File: src/design/lmmd_pkg.sv
// shared types and opcode constants for the load/move/multiply decoder
package lmmd_pkg;

  // ==========================================
  // instruction field layout (bit 0 of the word is the lsb, the final bit)
  localparam int LMMD_INSTR_W = 32;
  localparam int PRI_HI = 31;
  localparam int PRI_LO = 26;
  localparam int XO_HI = 10;
  localparam int XO_LO = 1;
  localparam int RC_BIT = 0;
  localparam int LMMD_NUM_PAT = 34;

  // ==========================================
  // primary opcodes
  localparam logic [5:0] PRI_EXT = 6'h1f;
  localparam logic [5:0] PRI_FLAG_OPS = 6'h13;
  localparam logic [5:0] PRI_FLOAT = 6'h3f;
  localparam logic [5:0] PRI_LD_WORD = 6'h20;
  localparam logic [5:0] PRI_LD_WORD_U = 6'h21;
  localparam logic [5:0] PRI_MUL_IMM = 6'h07;

  // ==========================================
  // extended opcodes, ten bits above the final bit
  localparam logic [9:0] XO_LD_HALF_X = 10'h117;
  localparam logic [9:0] XO_LD_STR_IMM = 10'h255;
  localparam logic [9:0] XO_LD_STR_X = 10'h215;
  localparam logic [9:0] XO_LD_RESV_X = 10'h014;
  localparam logic [9:0] XO_LD_REV_X = 10'h216;
  localparam logic [9:0] XO_LD_WORD_UX = 10'h037;
  localparam logic [9:0] XO_LD_WORD_X = 10'h017;
  localparam logic [9:0] XO_FLAGS_COPY = 10'h000;
  localparam logic [9:0] XO_FLAGS_FROM_FLOAT = 10'h040;
  localparam logic [9:0] XO_FLAGS_FROM_FXE = 10'h200;
  localparam logic [9:0] XO_FLAGS_TO_GPR = 10'h013;
  localparam logic [9:0] XO_DEV_READ = 10'h143;
  localparam logic [9:0] XO_DEV_READ_X = 10'h103;
  localparam logic [9:0] XO_FLOAT_READ = 10'h247;
  localparam logic [9:0] XO_STATE_READ = 10'h053;
  localparam logic [9:0] XO_SPR_READ = 10'h153;
  localparam logic [9:0] XO_FLAGS_WRITE = 10'h090;
  localparam logic [9:0] XO_DEV_WRITE = 10'h1c3;
  localparam logic [9:0] XO_DEV_WRITE_X = 10'h183;
  localparam logic [9:0] XO_FLOAT_BIT_CLR = 10'h046;
  localparam logic [9:0] XO_FLOAT_BIT_SET = 10'h026;
  localparam logic [9:0] XO_FLOAT_WRITE = 10'h2c7;
  localparam logic [9:0] XO_FLOAT_WRITE_IMM = 10'h086;
  localparam logic [9:0] XO_STATE_WRITE = 10'h092;
  localparam logic [9:0] XO_SPR_WRITE = 10'h1d3;
  localparam logic [9:0] XO_MUL_HIGH = 10'h04b;
  localparam logic [9:0] XO_MUL_HIGH_U = 10'h00b;
  localparam logic [9:0] XO_MUL_LOW = 10'h0eb;
  localparam logic [9:0] XO_MUL_LOW_SUM = 10'h2eb;
  localparam logic [9:0] XO_NEGATE = 10'h068;
  localparam logic [9:0] XO_NEGATE_SUM = 10'h268;
  localparam logic [9:0] XO_NONE = 10'h000;

  // ==========================================
  // compare and reserved masks over the extended field
  localparam logic [9:0] XM_ALL = 10'h3ff;
  localparam logic [9:0] XM_NONE = 10'h000;
  localparam logic [9:0] XM_LOW9 = 10'h1ff;
  localparam logic [9:0] XM_TOP = 10'h200;

  // ==========================================
  // types
  typedef enum logic [1:0] {RC_FREE, RC_RSVD, RC_REC} lmmd_rc_t;

  typedef enum logic [5:0] {
    OP_NONE, OP_LD_HALF_X, OP_LD_STR_IMM, OP_LD_STR_X, OP_LD_RESV_X,
    OP_LD_REV_X, OP_LD_WORD, OP_LD_WORD_U, OP_LD_WORD_UX, OP_LD_WORD_X,
    OP_FLAGS_COPY, OP_FLAGS_FROM_FLOAT, OP_FLAGS_FROM_FXE, OP_FLAGS_TO_GPR,
    OP_DEV_READ, OP_DEV_READ_X, OP_FLOAT_READ, OP_STATE_READ, OP_SPR_READ,
    OP_FLAGS_WRITE, OP_DEV_WRITE, OP_DEV_WRITE_X, OP_FLOAT_BIT_CLR,
    OP_FLOAT_BIT_SET, OP_FLOAT_WRITE, OP_FLOAT_WRITE_IMM, OP_STATE_WRITE,
    OP_SPR_WRITE, OP_MUL_HIGH, OP_MUL_HIGH_U, OP_MUL_LOW_IMM, OP_MUL_LOW,
    OP_MUL_LOW_SUM, OP_NEGATE, OP_NEGATE_SUM
  } lmmd_op_t;

  typedef struct packed {
    logic [5:0] primary;
    logic [9:0] xo;
    logic rc;
  } lmmd_fields_t;

  typedef struct packed {
    lmmd_op_t op;
    logic rec_flags;
    logic invalid_form;
    logic illegal;
  } lmmd_dec_t;

  typedef struct packed {
    logic [5:0] primary;
    logic [9:0] xo;
    logic [9:0] xo_mask;
    logic [9:0] res_mask;
    lmmd_rc_t rc_mode;
    lmmd_op_t op;
  } lmmd_pat_t;

  localparam lmmd_dec_t DEC_IDLE = '{OP_NONE, 1'b0, 1'b0, 1'b0};

endpackage

File: src/design/lmmd_field_split.sv
// splits a fetched word into primary, extended and final-bit fields
`timescale 1ns/1ps
module lmmd_field_split (
  input wire logic [lmmd_pkg::LMMD_INSTR_W-1:0] instr_i,
  output lmmd_pkg::lmmd_fields_t fields_o
);
  import lmmd_pkg::*;

  // ==========================================
  // field extraction
  // lsb-zero numbering, primary in the top six bits
  assign fields_o.primary = instr_i[PRI_HI:PRI_LO];
  assign fields_o.xo = instr_i[XO_HI:XO_LO];
  assign fields_o.rc = instr_i[RC_BIT];

endmodule

File: src/design/lmmd_out_stage.sv
// output register stage holding the decoded selects
`timescale 1ns/1ps
module lmmd_out_stage (
  input wire logic ref_clk_i,
  input wire logic reset_n_i,
  input wire logic next_valid_i,
  input lmmd_pkg::lmmd_dec_t next_dec_i,
  output logic valid_o,
  output lmmd_pkg::lmmd_dec_t dec_o
);
  import lmmd_pkg::*;

  // ==========================================
  // register
  always_ff @(posedge ref_clk_i or negedge reset_n_i) begin
    if (!reset_n_i) begin
      valid_o <= 1'b0;
      dec_o <= DEC_IDLE;
    end else begin
      valid_o <= next_valid_i;
      dec_o <= next_dec_i;
    end
  end

endmodule

File: src/design/lmmd_decoder.sv
// opcode decoder for loads, flag and status moves, multiplies and negate
`timescale 1ns/1ps
module lmmd_decoder #(
  parameter int NUM_PAT = lmmd_pkg::LMMD_NUM_PAT
) (
  input wire logic ref_clk_i,
  input wire logic reset_n_i,
  input wire logic fetch_valid_i,
  input wire logic [lmmd_pkg::LMMD_INSTR_W-1:0] fetch_instr_i,
  output logic dec_valid_o,
  output lmmd_pkg::lmmd_dec_t dec_o
);
  import lmmd_pkg::*;

  // ==========================================
  // elaboration check
  if (NUM_PAT != LMMD_NUM_PAT) begin : g_bad_num
    $error("pattern count must match the decode table");
  end

  // ==========================================
  // decode table: opcode, compare mask, reserved mask, final bit, select
  localparam lmmd_pat_t PAT [LMMD_NUM_PAT] = '{
    '{PRI_EXT, XO_LD_HALF_X, XM_ALL, XM_NONE, RC_RSVD, OP_LD_HALF_X},
    '{PRI_EXT, XO_LD_STR_IMM, XM_ALL, XM_NONE, RC_RSVD, OP_LD_STR_IMM},
    '{PRI_EXT, XO_LD_STR_X, XM_ALL, XM_NONE, RC_RSVD, OP_LD_STR_X},
    '{PRI_EXT, XO_LD_RESV_X, XM_ALL, XM_NONE, RC_RSVD, OP_LD_RESV_X},
    '{PRI_EXT, XO_LD_REV_X, XM_ALL, XM_NONE, RC_RSVD, OP_LD_REV_X},
    // word loads, immediate forms ignore the low field
    '{PRI_LD_WORD, XO_NONE, XM_NONE, XM_NONE, RC_FREE, OP_LD_WORD},
    '{PRI_LD_WORD_U, XO_NONE, XM_NONE, XM_NONE, RC_FREE, OP_LD_WORD_U},
    '{PRI_EXT, XO_LD_WORD_UX, XM_ALL, XM_NONE, RC_RSVD, OP_LD_WORD_UX},
    '{PRI_EXT, XO_LD_WORD_X, XM_ALL, XM_NONE, RC_RSVD, OP_LD_WORD_X},
    '{PRI_FLAG_OPS, XO_FLAGS_COPY, XM_ALL, XM_NONE, RC_RSVD, OP_FLAGS_COPY},
    '{PRI_FLOAT, XO_FLAGS_FROM_FLOAT, XM_ALL, XM_NONE, RC_RSVD,
      OP_FLAGS_FROM_FLOAT},
    '{PRI_EXT, XO_FLAGS_FROM_FXE, XM_ALL, XM_NONE, RC_RSVD,
      OP_FLAGS_FROM_FXE},
    '{PRI_EXT, XO_FLAGS_TO_GPR, XM_ALL, XM_NONE, RC_RSVD, OP_FLAGS_TO_GPR},
    '{PRI_EXT, XO_DEV_READ, XM_ALL, XM_NONE, RC_RSVD, OP_DEV_READ},
    '{PRI_EXT, XO_DEV_READ_X, XM_ALL, XM_NONE, RC_RSVD, OP_DEV_READ_X},
    '{PRI_FLOAT, XO_FLOAT_READ, XM_ALL, XM_NONE, RC_REC, OP_FLOAT_READ},
    '{PRI_EXT, XO_STATE_READ, XM_ALL, XM_NONE, RC_RSVD, OP_STATE_READ},
    '{PRI_EXT, XO_SPR_READ, XM_ALL, XM_NONE, RC_RSVD, OP_SPR_READ},
    '{PRI_EXT, XO_FLAGS_WRITE, XM_ALL, XM_NONE, RC_RSVD, OP_FLAGS_WRITE},
    '{PRI_EXT, XO_DEV_WRITE, XM_ALL, XM_NONE, RC_RSVD, OP_DEV_WRITE},
    '{PRI_EXT, XO_DEV_WRITE_X, XM_ALL, XM_NONE, RC_RSVD, OP_DEV_WRITE_X},
    '{PRI_FLOAT, XO_FLOAT_BIT_CLR, XM_ALL, XM_NONE, RC_REC,
      OP_FLOAT_BIT_CLR},
    '{PRI_FLOAT, XO_FLOAT_BIT_SET, XM_ALL, XM_NONE, RC_REC,
      OP_FLOAT_BIT_SET},
    '{PRI_FLOAT, XO_FLOAT_WRITE, XM_ALL, XM_NONE, RC_REC, OP_FLOAT_WRITE},
    '{PRI_FLOAT, XO_FLOAT_WRITE_IMM, XM_ALL, XM_NONE, RC_REC,
      OP_FLOAT_WRITE_IMM},
    '{PRI_EXT, XO_STATE_WRITE, XM_ALL, XM_NONE, RC_RSVD, OP_STATE_WRITE},
    '{PRI_EXT, XO_SPR_WRITE, XM_ALL, XM_NONE, RC_RSVD, OP_SPR_WRITE},
    // high multiplies, top extended bit reserved
    '{PRI_EXT, XO_MUL_HIGH, XM_LOW9, XM_TOP, RC_REC, OP_MUL_HIGH},
    '{PRI_EXT, XO_MUL_HIGH_U, XM_LOW9, XM_TOP, RC_REC, OP_MUL_HIGH_U},
    '{PRI_MUL_IMM, XO_NONE, XM_NONE, XM_NONE, RC_FREE, OP_MUL_LOW_IMM},
    '{PRI_EXT, XO_MUL_LOW, XM_ALL, XM_NONE, RC_REC, OP_MUL_LOW},
    '{PRI_EXT, XO_MUL_LOW_SUM, XM_ALL, XM_NONE, RC_REC, OP_MUL_LOW_SUM},
    '{PRI_EXT, XO_NEGATE, XM_ALL, XM_NONE, RC_REC, OP_NEGATE},
    '{PRI_EXT, XO_NEGATE_SUM, XM_ALL, XM_NONE, RC_REC, OP_NEGATE_SUM}
  };

  // ==========================================
  // field split
  lmmd_fields_t fld;

  lmmd_field_split u_split (
    .instr_i(fetch_instr_i),
    .fields_o(fld)
  );

  // ==========================================
  // per-entry match
  logic [NUM_PAT-1:0] hit;
  logic [NUM_PAT-1:0] rsvd_set;
  logic [NUM_PAT-1:0] rec;
  logic [5:0] op_chain [NUM_PAT+1];

  assign op_chain[0] = 6'h00;

  for (genvar i = 0; i < NUM_PAT; i++) begin : g_pat
    assign hit[i] = (fld.primary == PAT[i].primary) &&
                    ((fld.xo & PAT[i].xo_mask) == (PAT[i].xo & PAT[i].xo_mask));
    assign rsvd_set[i] = hit[i] && (((fld.xo & PAT[i].res_mask) != XM_NONE) ||
                         ((PAT[i].rc_mode == RC_RSVD) && fld.rc));
    assign rec[i] = hit[i] && (PAT[i].rc_mode == RC_REC) && fld.rc;
    // entries are disjoint, so an or-chain is a clean select
    assign op_chain[i+1] = op_chain[i] | (hit[i] ? PAT[i].op : 6'h00);
  end

  // ==========================================
  // result combine
  wire any_hit = |hit;
  wire any_rsvd = |rsvd_set;
  wire sel_ok = any_hit && !any_rsvd;
  lmmd_dec_t next_dec;

  assign next_dec.op = sel_ok ? lmmd_op_t'(op_chain[NUM_PAT]) : OP_NONE;
  assign next_dec.rec_flags = sel_ok && (|rec);
  assign next_dec.invalid_form = fetch_valid_i && any_rsvd;
  assign next_dec.illegal = fetch_valid_i && !any_hit;

  lmmd_out_stage u_out (
    .ref_clk_i(ref_clk_i),
    .reset_n_i(reset_n_i),
    .next_valid_i(fetch_valid_i),
    .next_dec_i(next_dec),
    .valid_o(dec_valid_o),
    .dec_o(dec_o)
  );

  function automatic logic is_ins(logic [5:0] p, logic [9:0] x);
    return fetch_valid_i && (fld.primary == p) && (fld.xo == x);
  endfunction
endmodule

File: config.mk
export PLATFORM = sky130hd
export DESIGN_NAME = lmmd_decoder
export DESIGN_NICKNAME = d
export VERILOG_FILES = /design/src/design/lmmd_pkg.sv /design/src/design/lmmd_field_split.sv /design/src/design/lmmd_out_stage.sv /design/src/design/lmmd_decoder.sv
export SDC_FILE = /design/constraint.sdc
export NUM_CORES = 1
export LEC_CHECK = 0
export BUFFER_PORTS_ARGS = -buffer_cell sky130_fd_sc_hd__buf_2
export CAP_MARGIN = 15
export CELL_PAD_IN_SITES_DETAIL_PLACEMENT = 0
export CELL_PAD_IN_SITES_GLOBAL_PLACEMENT = 1
export CORE_AREA = 3 3 58 74
export CTS_CLUSTER_DIAMETER = 120
export DETAILED_ROUTE_END_ITERATION = 10
export DIE_AREA = 0 0 61 77
export HOLD_SLACK_MARGIN = 0.03
export PLACE_DENSITY_LB_ADDON = 0.1
export SYNTH_ARGS = -nofsm -noshare
export SYNTH_HDL_FRONTEND = slang
export SYNTH_SLANG_ARGS = --single-unit
export TNS_END_PERCENT = 10
File: constraint.sdc
create_clock -name ref_clk_i -period 0.8 [get_ports ref_clk_i]
set_clock_uncertainty 0.15 [all_clocks]
set_input_delay 0.08 -clock ref_clk_i [delete_from_list [all_inputs] [get_ports ref_clk_i]]
set_output_delay 0.08 -clock ref_clk_i [all_outputs]
set_load 0.02 [all_outputs]
* After elaboration in Yosys (flattened, before gate mapping)
Cells that the tools add are included.
** Word-level totals
- Register bits after elaboration :: 10
- Logic and storage cells :: 183
** Operators by class
- Muxes and demuxes :: 35
- Reduce and logical (&&, ||, !) cells :: 74
- Eq/ne operators :: 36
- Bitwise gates (word level) :: 33
** Operators by type and width (number)
- == test 10 bit (second input constant) :: 8
- 2-to-1 mux 5 bit :: 16
- OR 6 bit :: 13
- == test 10 x 9 -> 1 bit (second input constant) :: 7
- logical AND 1 bit :: 68
- == test 10 x 7 -> 1 bit (second input constant) :: 4
- == test 10 x 8 -> 1 bit (second input constant) :: 4
- OR reduction 34 bit :: 1
- 2-to-1 mux 4 bit :: 8
- == test 10 x 5 -> 1 bit (second input constant) :: 3
- OR 4 bit :: 7
- 2-to-1 mux 6 bit :: 4
- OR reduction 22 bit :: 1
- == test 10 x 6 -> 1 bit (second input constant) :: 2
- == test 6 bit (second input constant) :: 3
- OR 6 x 5 -> 6 bit :: 3
- == test 6 x 5 -> 1 bit (second input constant) :: 2
- 2-to-1 mux 3 bit :: 4
- OR reduction 11 bit :: 1
- zero test 10 bit :: 1
- OR 5 bit :: 2
- == test 9 x 4 -> 1 bit (second input constant) :: 1
- == test 9 x 7 -> 1 bit (second input constant) :: 1
- OR 3 bit :: 3
- 9 further kinds :: 11

* Logic depth before layout (Yosys ltp)
Gate-level depths: netlist of run 1.
- Word-level depth :: 37
- Gate-level depth with buffers :: 8
- Depth with buffers taken out :: 6

* Cells and area by module
A second synthesis of run 1 with hierarchy kept.
** Unflattened totals
- Cell total of the unflattened synthesis :: 201
- Area, all modules :: 1445.1 um2
** By module, submodules not included
- lmmd_decoder :: area each 1067.3 um2, cells an instance 174, seq. area each 0.0 um2, times used 1
- lmmd_out_stage :: area each 250.2 um2, cells an instance 10, seq. area each 250.2 um2, times used 1
- lmmd_field_split :: area each 127.6 um2, cells an instance 17, seq. area each 0.0 um2, times used 1

* Worst setup path after synthesis of run 1
No wires, ideal clock.
- Path type :: in2reg
- Start :: in fetch_instr_i[4] (netlist name)
- End :: reg, netlist name u_out.dec_o[3]
- Path buffers :: 0
- Arrival time :: 1.747 ns
- Data required time :: 0.487 ns
- Stages on the path :: 6
- Library setup time :: 0.163 ns
- Slack :: -1.260 ns
- Path through :: or4b_4 > or3_4 > a2111oi_4 > a31oi_2 > a41oi_4 > a41oi_1
** RTL lines
- start: declaration :: line lmmd_decoder.sv:9 : input wire logic [lmmd_pkg::LMMD_INSTR_W-1:0] fetch_instr_i,

==> run summary, run 1 <==
The run gives 1.23 mW as the cell internal power dissipation. The slew of the pin with the lowest slew margin is 0.459 ns, and the post-route cell area is 2150 µm². The count of input and output buffers came out at 29.

First-pass GRT wire length: 8360 µm. The post-synthesis instance area was 1260 µm²; the clock-pin transition on the worst setup and hold timing paths was 0.05 ns. Data arrives at the worst endpoint at 1.96 ns. Summing the areas of all compound-gate instances in the mapped netlist gives 22.4% of the synthesized area.

Measured on the finished design, the core utilization comes to 57.7%. Using the TritonRoute via totals, the vias-per-cell ratio works out to 5.68. The sink count of the clock tree is 10, and the number of max-cap violations is 0. The number of top-level pins is 45. The final number of max-transition violations is 0, and the proportion of synthesized area in mux cells is 1.59%.

After global routing the overflow that remains totals 0. The primary flip-flop cell chosen by synthesis mapping was dfrtp_1. The floorplan die height was 77 µm; the relative slew slack was 69.0%.

For the placed instance area, the log shows 1920 µm². In this run the static leakage power is 0.907 nW. The final-report hold violation count was 2; the minimum period implied by the final worst setup slack was 1.94 ns. The tools report the worst-case setup margin in the final layout as -1.14 ns. Counting flops and latches in the post-synthesis netlist gives 10.

The library cells used most frequently in the layout, excluding fill and tap cells, are 73 x buf_4, 23 x buf_2, 16 x nand2_1, 16 x nor2_1, 10 x dfrtp_1. Of the synthesized area, sequential elements account for 19.8%. The number of buffers inserted for hold repair after clock tree synthesis was 1; the worst vdd rail ir drop was 0.299 mV. The tools report the routability congestion estimate from global placement as 0.877. TritonCTS built the clock tree. The run finished, with violations left.

Cells with a size suffix above 1 make up 47.3% of the layout. In this run the worst path has a maximum fanout of 6. The run gives 4700 µm² as the floorplan die area.

The fraction of synthesis flops using an asynchronous set or reset pin was 100%. Setup total negative slack on the finished layout was measured at -11.05 ns. Yosys mapped a number of flops with a built-in enable equal to 0. Leaving out filler cells and counting taps, the final layout contains 304. Number of global-route vias before repair: 1,784. The area growth from synthesis to layout is 70.1%. In this run, CTS created clock tree buffers numbering 3.

The final layout contains routed wiring with a total length of 5220 µm. The total number of yosys warnings was 0. The initial core utilization was 33.9%; the number of DRC violations after detailed routing was 0. The initial antenna violation count was 0. The core region is 3720 µm². Net switching is 28.2% of the power. Leaving out fill and tap cells, the most frequent cell in the layout is buf_4.

For the worst setup path, the data required time is 0.82 ns. After floorplanning, the core was divided into 25 placement rows. Setup violations remaining at the end of the flow were counted as 19. Measured along the x axis, the die boundary spans 61 µm. Of the total synthesized cell area, the portion taken by AND, OR, NAND and NOR gates is 49.9%. The maximum number of buffers from clock root to sink was 2.

For the combinational share of power, the log shows 34.2%. The tools report the number of diodes added for antenna fixing as 0. When the netlist entered floorplanning its net count stood at 207.

The post-detailed-route count of antenna-violating nets is 0, and the number of design-rule violations left by the first detailed-router iteration is 77. The tools report the gate count of the mapped netlist as 172. The worst setup path category was in -> reg.

The H-tree depth is 1, and the achievable frequency is 515 MHz. The analysis attributes to net switching a power of 0.483 mW. The worst hold path belongs to the class in -> reg.

The tools report the type of destination of the critical path as a flop. The final layout contains 300 nets. The root buffer cell chosen for the clock tree is clkbuf_8.

The tools report the number of distinct library cells after synthesis as 49. The average wire per standard cell was 17.2 µm; the final-layout worst hold slack was -0.0766 ns. The tools report the element type at the critical path start as an input pin.

Summing the areas of all xor and xnor instances in the mapped netlist gives 0.694% of the synthesized area. The checks that failed: hold timing, setup timing. The clock network is responsible for 35.5% of the overall power. The final critical-path share of the clock period is 243%, and the HPWL after detailed placement is 4420 µm.

Total power divided by cell area: 798 nW/µm². The largest net degree at the start of global routing is 15, and the vias after detailed routing is 1,726. The main combinational cell family by area after synthesis was simple AND/OR/NAND/NOR gates. Setup repair after global routing could not meet its margin everywhere.

The share of total power dissipated in sequential elements is 30.4%. The global-route total usage across every layer is 23.1%, and the average cell area after synthesis is 7.34 µm². The adder-cell share of the synthesized area was 0%; the total instance count after detailed placement was 296. For the number of optimization iterations in the first detailed-route pass, the log shows 4.
[registers in the layout, indices dropped and copies added, names as in the netlist]
signal / count
u_out.valid_o: 1
u_out.dec_o: 9
[synthesized netlist by cell type (all sizes together) (4+ instances only)]
master | instances | share of area, %
nor2 | 16 | 4.8
nand2b | 8 | 4.0
nor4 | 13 | 6.4
clkbuf | 11 | 3.3
o21ai | 8 | 3.2
nand2 | 16 | 4.8
nor3 | 6 | 2.4
dfrtp | 10 | 20
nand3 | 9 | 4.0
a41oi | 4 | 4.3
buf | 4 | 1.5
a21oi | 5 | 2.0
a31oi | 4 | 2.5
nand4 | 5 | 2.5
or3 | 7 | 3.9
[through the flow]
| stage | setup WS, ns | power (mW) |
|---|---|---|
| 6_report | -1.14 | 1.71 |
| 5_1_grt | -1.21 | 1.82 |
| 4_1_cts | -1.25 | 1.70 |
| 3_5_place_dp | -1.51 | 1.07 |
| 3_3_place_gp | -1.46 | 1.06 |
| 2_1_floorplan | -1.26 | 0.748 |
[final cells by class]
type	count	area, µm²
fill	335	1580
timing repair buffer	103	741
clock buffer	4	55.1
tap	40	50.0
sequential	10	250
inverter	3	11.3
multi-input combinational	144	1040
[path summary, 6_finish.rpt]
check / from / endpoint / depth (start not counted)
max: fetch_instr_i[10] / u_out.dec_o[1] / 7
min: fetch_valid_i / u_out.valid_o / 2
max in group asynchronous: reset_n_i / u_out.dec_o[8] / 2
min in group asynchronous: reset_n_i / u_out.dec_o[6] / 2
[critical path, stage by stage]
cell       delay [ns]
buf_6            0.09
or4b_4           0.52
or3_4            0.36
a2111oi_4        0.37
a31oi_2          0.10
a41oi_4          0.27
and2_1           0.16
[per-layer routing]
| layer | vias up | global-route usage (%) | part of all wire (%) |
|---|---|---|---|
| li1 | 852 | - | - |
| met1 | 822 | 27.2 | 41 |
| met2 | 38 | 41.3 | 54 |
| met3 | 14 | 1.68 | 2.3 |
| met4 | 0 | 8.46 | 2.8 |
| met5 | - | 0 | 0 |
[kinds of logic after synthesis]
kind of cell / Yosys count
AOI/OAI and AO/OA: 35
buffers and inverters: 18
and+or+nand+nor: 106
xor gates and xnor gates: 1
DFF: 10
muxes: 2
[power groups by stage]
stage | clock network, mW | logic (mW) | registers (mW)
floorplan | 0 | 0.208 | 0.540
global placement | 0 | 0.529 | 0.527
detailed placement | 0 | 0.542 | 0.527
CTS | 0.619 | 0.563 | 0.519
global route | 0.670 | 0.634 | 0.521
finish | 0.608 | 0.586 | 0.520
[repair_timing]
action                                 in CTS  in global routing
endpoints found under the hold margin      13                  3
gates resized for setup                    11                 20
setup buffers                               3                  0
pin swaps                                   6                  4
setup endpoints to repair                  19                 19
Power figures use the tool's default switching activity.
==> inputs of run 2 (changes only) <==
CORE_AREA = 5 5 60 76   (was 3 3 58 74)
DIE_AREA = 0 0 65 81   (was 0 0 61 77)
PLACE_DENSITY = 0.85   (was unset)
PLACE_DENSITY_LB_ADDON = unset   (was 0.1)
SETUP_SLACK_MARGIN = 0.3   (was unset)
==> run 2 against run 1 <==
Fmax down 4.6%. Routed wire length fell by 12%. Core utilization decreased by 2.8 points. The flow still finishes with violations (hold timing, setup timing). Critical path type unchanged. Power decreased by 8.7%. Setup slack worse by 0.093 ns. Hold slack worse by 0.38 ns.
==> run summary, run 2 (synthesis results as in run 1) <==
The first global-routing pass estimated 7410 µm of wire. The tools report the core outline area as 3720 µm². Leaving out fill and tap cells, the most frequent cell in the layout is buf_4. In the routed layout, each cell is associated on average with a via count of 5.65. The x dimension of the die is 65 µm, and the worst slack at placement is -1.47 ns. The leakage power of the design is 0.886 nW. The flow ran to the end, but the final reports show violations. Number of diodes added for antenna fixing: 0.

For this run, the share of the core covered by cells in the final layout is 54.9%. The tools report the sum of routed wire length over all layers as 4590 µm. For the total instance count after detailed placement, the log shows 297. The logs give 1 for the H-tree depth and 0.82 ns for the worst path required time.

In this run the core area contains 25 standard-cell rows. The relative area change from synthesis to final layout was 61.9%; the final critical-path share of the clock period was 254%. The routed length on met3 came out at 178 µm. The achievable frequency was 492 MHz. Of the cells placed in the final design, the portion with a size suffix greater than 1 is 45.6%. The non-filler instance count after layout is 301. IR analysis of the VDD net gives a maximum drop of 0.331 mV. Routed signal wires occupy layers up through met4. The count of input and output buffers was 29. The detailed router placed 1,701 vias in this run.

Setup repair after global routing could not meet its margin everywhere. After detailed routing, the average wire length per cell comes to 15.3 µm. The number of top-level pins is 45, and the total buffers and inverters traversed by the critical path is 1. The largest registers in the layout are u_out.dec_o x9, u_out.valid_o x1. The tool flagged a number of max-cap violations equal to 0. The tools report the final number of max-transition violations as 0. Top register by number of flip-flops: u_out.dec_o.

The number of nets in the layout came out at 298. Number of global-route vias before repair: 1,676. Total power for the finished layout comes to 1.57 mW. For the worst setup path, the data arrival time is 2.05 ns. The signal on the critical path passes through buf_6 > or4b_4 > or3_4 > a2111oi_4 > a31oi_2 > a41oi_4 > and2_1. After legalization and detailed placement, the total HPWL measured 3860 µm. The floorplan step defined a die boundary enclosing 5270 µm².

For the met2 wirelength from detailed routing, the log shows 2370 µm. The largest single stage delay on the critical path is 0.53 ns. The relative slew slack came out at 65.2%.

Clock tree synthesis inserted a total of 3 buffers. The die is 81 µm tall. The initial antenna violation count was 0; the total power divided by cell area was 766 nW/µm². Setup violations remaining at the end of the flow were counted as 19.

The routability congestion estimate from global placement is 0.941. TritonCTS built the clock tree. Once placement finished, the instance area stood at 1930 µm². The library cells used most frequently in the layout, excluding fill and tap cells, are 72 x buf_4, 27 x buf_2, 16 x nand2_1, 16 x nor2_1, 11 x nor4_1. For the post-detailed-route count of antenna-violating nets, the log shows 0. The initial core utilization is 33.9%, and the clock-pin transition on the worst setup and hold timing paths is 0.04 ns. At the pin with the least slew margin, the transition time is 0.517 ns. The type of the most critical hold path was in -> async. The smallest clock period supported by the final layout is computed as 2.03 ns. The final reports fail on hold timing, setup timing.

STA classifies the critical path endpoint as a flop. Broken down by cell family, the worst path's largest delay share belongs to simple AND/OR/NAND/NOR gates. The run gives 15 as the largest net degree at the start of global routing. Summed over all layers, the global routing overflow is 0. For this block, wires on met1 add up to 1830 µm.

The slowest library cell on the worst path is or4b_4. Number of optimization iterations in the first detailed-route pass: 4. The setup path with the least slack is of type in -> reg.

The final-layout worst hold slack came out at -0.458 ns. The largest driver fanout on the critical path works out to 6. The maximum number of buffers from clock root to sink came out at 2. The final-report hold violation count came out at 13. CTS placed an instance of clkbuf_8 at the clock tree root. The tools report the element type at the critical path start as an input pin. Global routing used 18.0% of the available tracks. The worst-case setup margin in the final layout was -1.23 ns; the number of DRC violations after detailed routing was 0. The logs give -11.56 ns for the setup TNS and 2040 µm² for the post-route cell area. The first routing iteration left 90 violations. The run gives 10 as the sink count of the clock tree. The number of flip-flops under the largest register name came out at 9.
==> run 2: cell types whose count changed in the layout (fill, tap and decap cells not counted), sizes merged <==
cell / change
clkbuf: -1
buf: -1
dlygate4sd3: -1
==> run 2: worst paths after layout <==
kind	from	endpoint	slack (ns)	cells after the start
min in group ref_clk_i	fetch_valid_i	u_out.valid_o	-0.17	1
worst min-delay path	reset_n_i	u_out.dec_o[1]	-0.46	1
max in group asynchronous	reset_n_i	u_out.dec_o[6]	0.78	1
worst max-delay path	fetch_instr_i[9]	u_out.dec_o[1]	-1.23	7
==> run 2: timing repair <==
action / 4_1_cts / 5_1_grt
buffers inserted: 0 / 1
setup endpoints to repair: 19 / 19
pin swaps: 1 / 6
gates resized for setup: 3 / 12
hold endpoints to repair: 13 / 13
==> run 2: where the power goes <==
group	total (mW)	internal [mW]	switching (mW)
sequential	0.519	0.518	0.00180
combinational	0.558	0.276	0.282
clock	0.489	0.326	0.162
==> run 2: routing by layer <==
layer	GRT usage [%]	vias up
met5	0	-
met4	11.8	0
met3	2.49	20
met2	32.4	49
met1	19.5	784
li1	-	848
==> run 2: final cells by class <==
cell class	count	area, µm²
repair buffers	101	698
fillers	359	1680
flip-flops and latches	10	250
multi-input cells	144	993
clock buffers	3	41.3
well taps	40	50.0
inverters	3	11.3
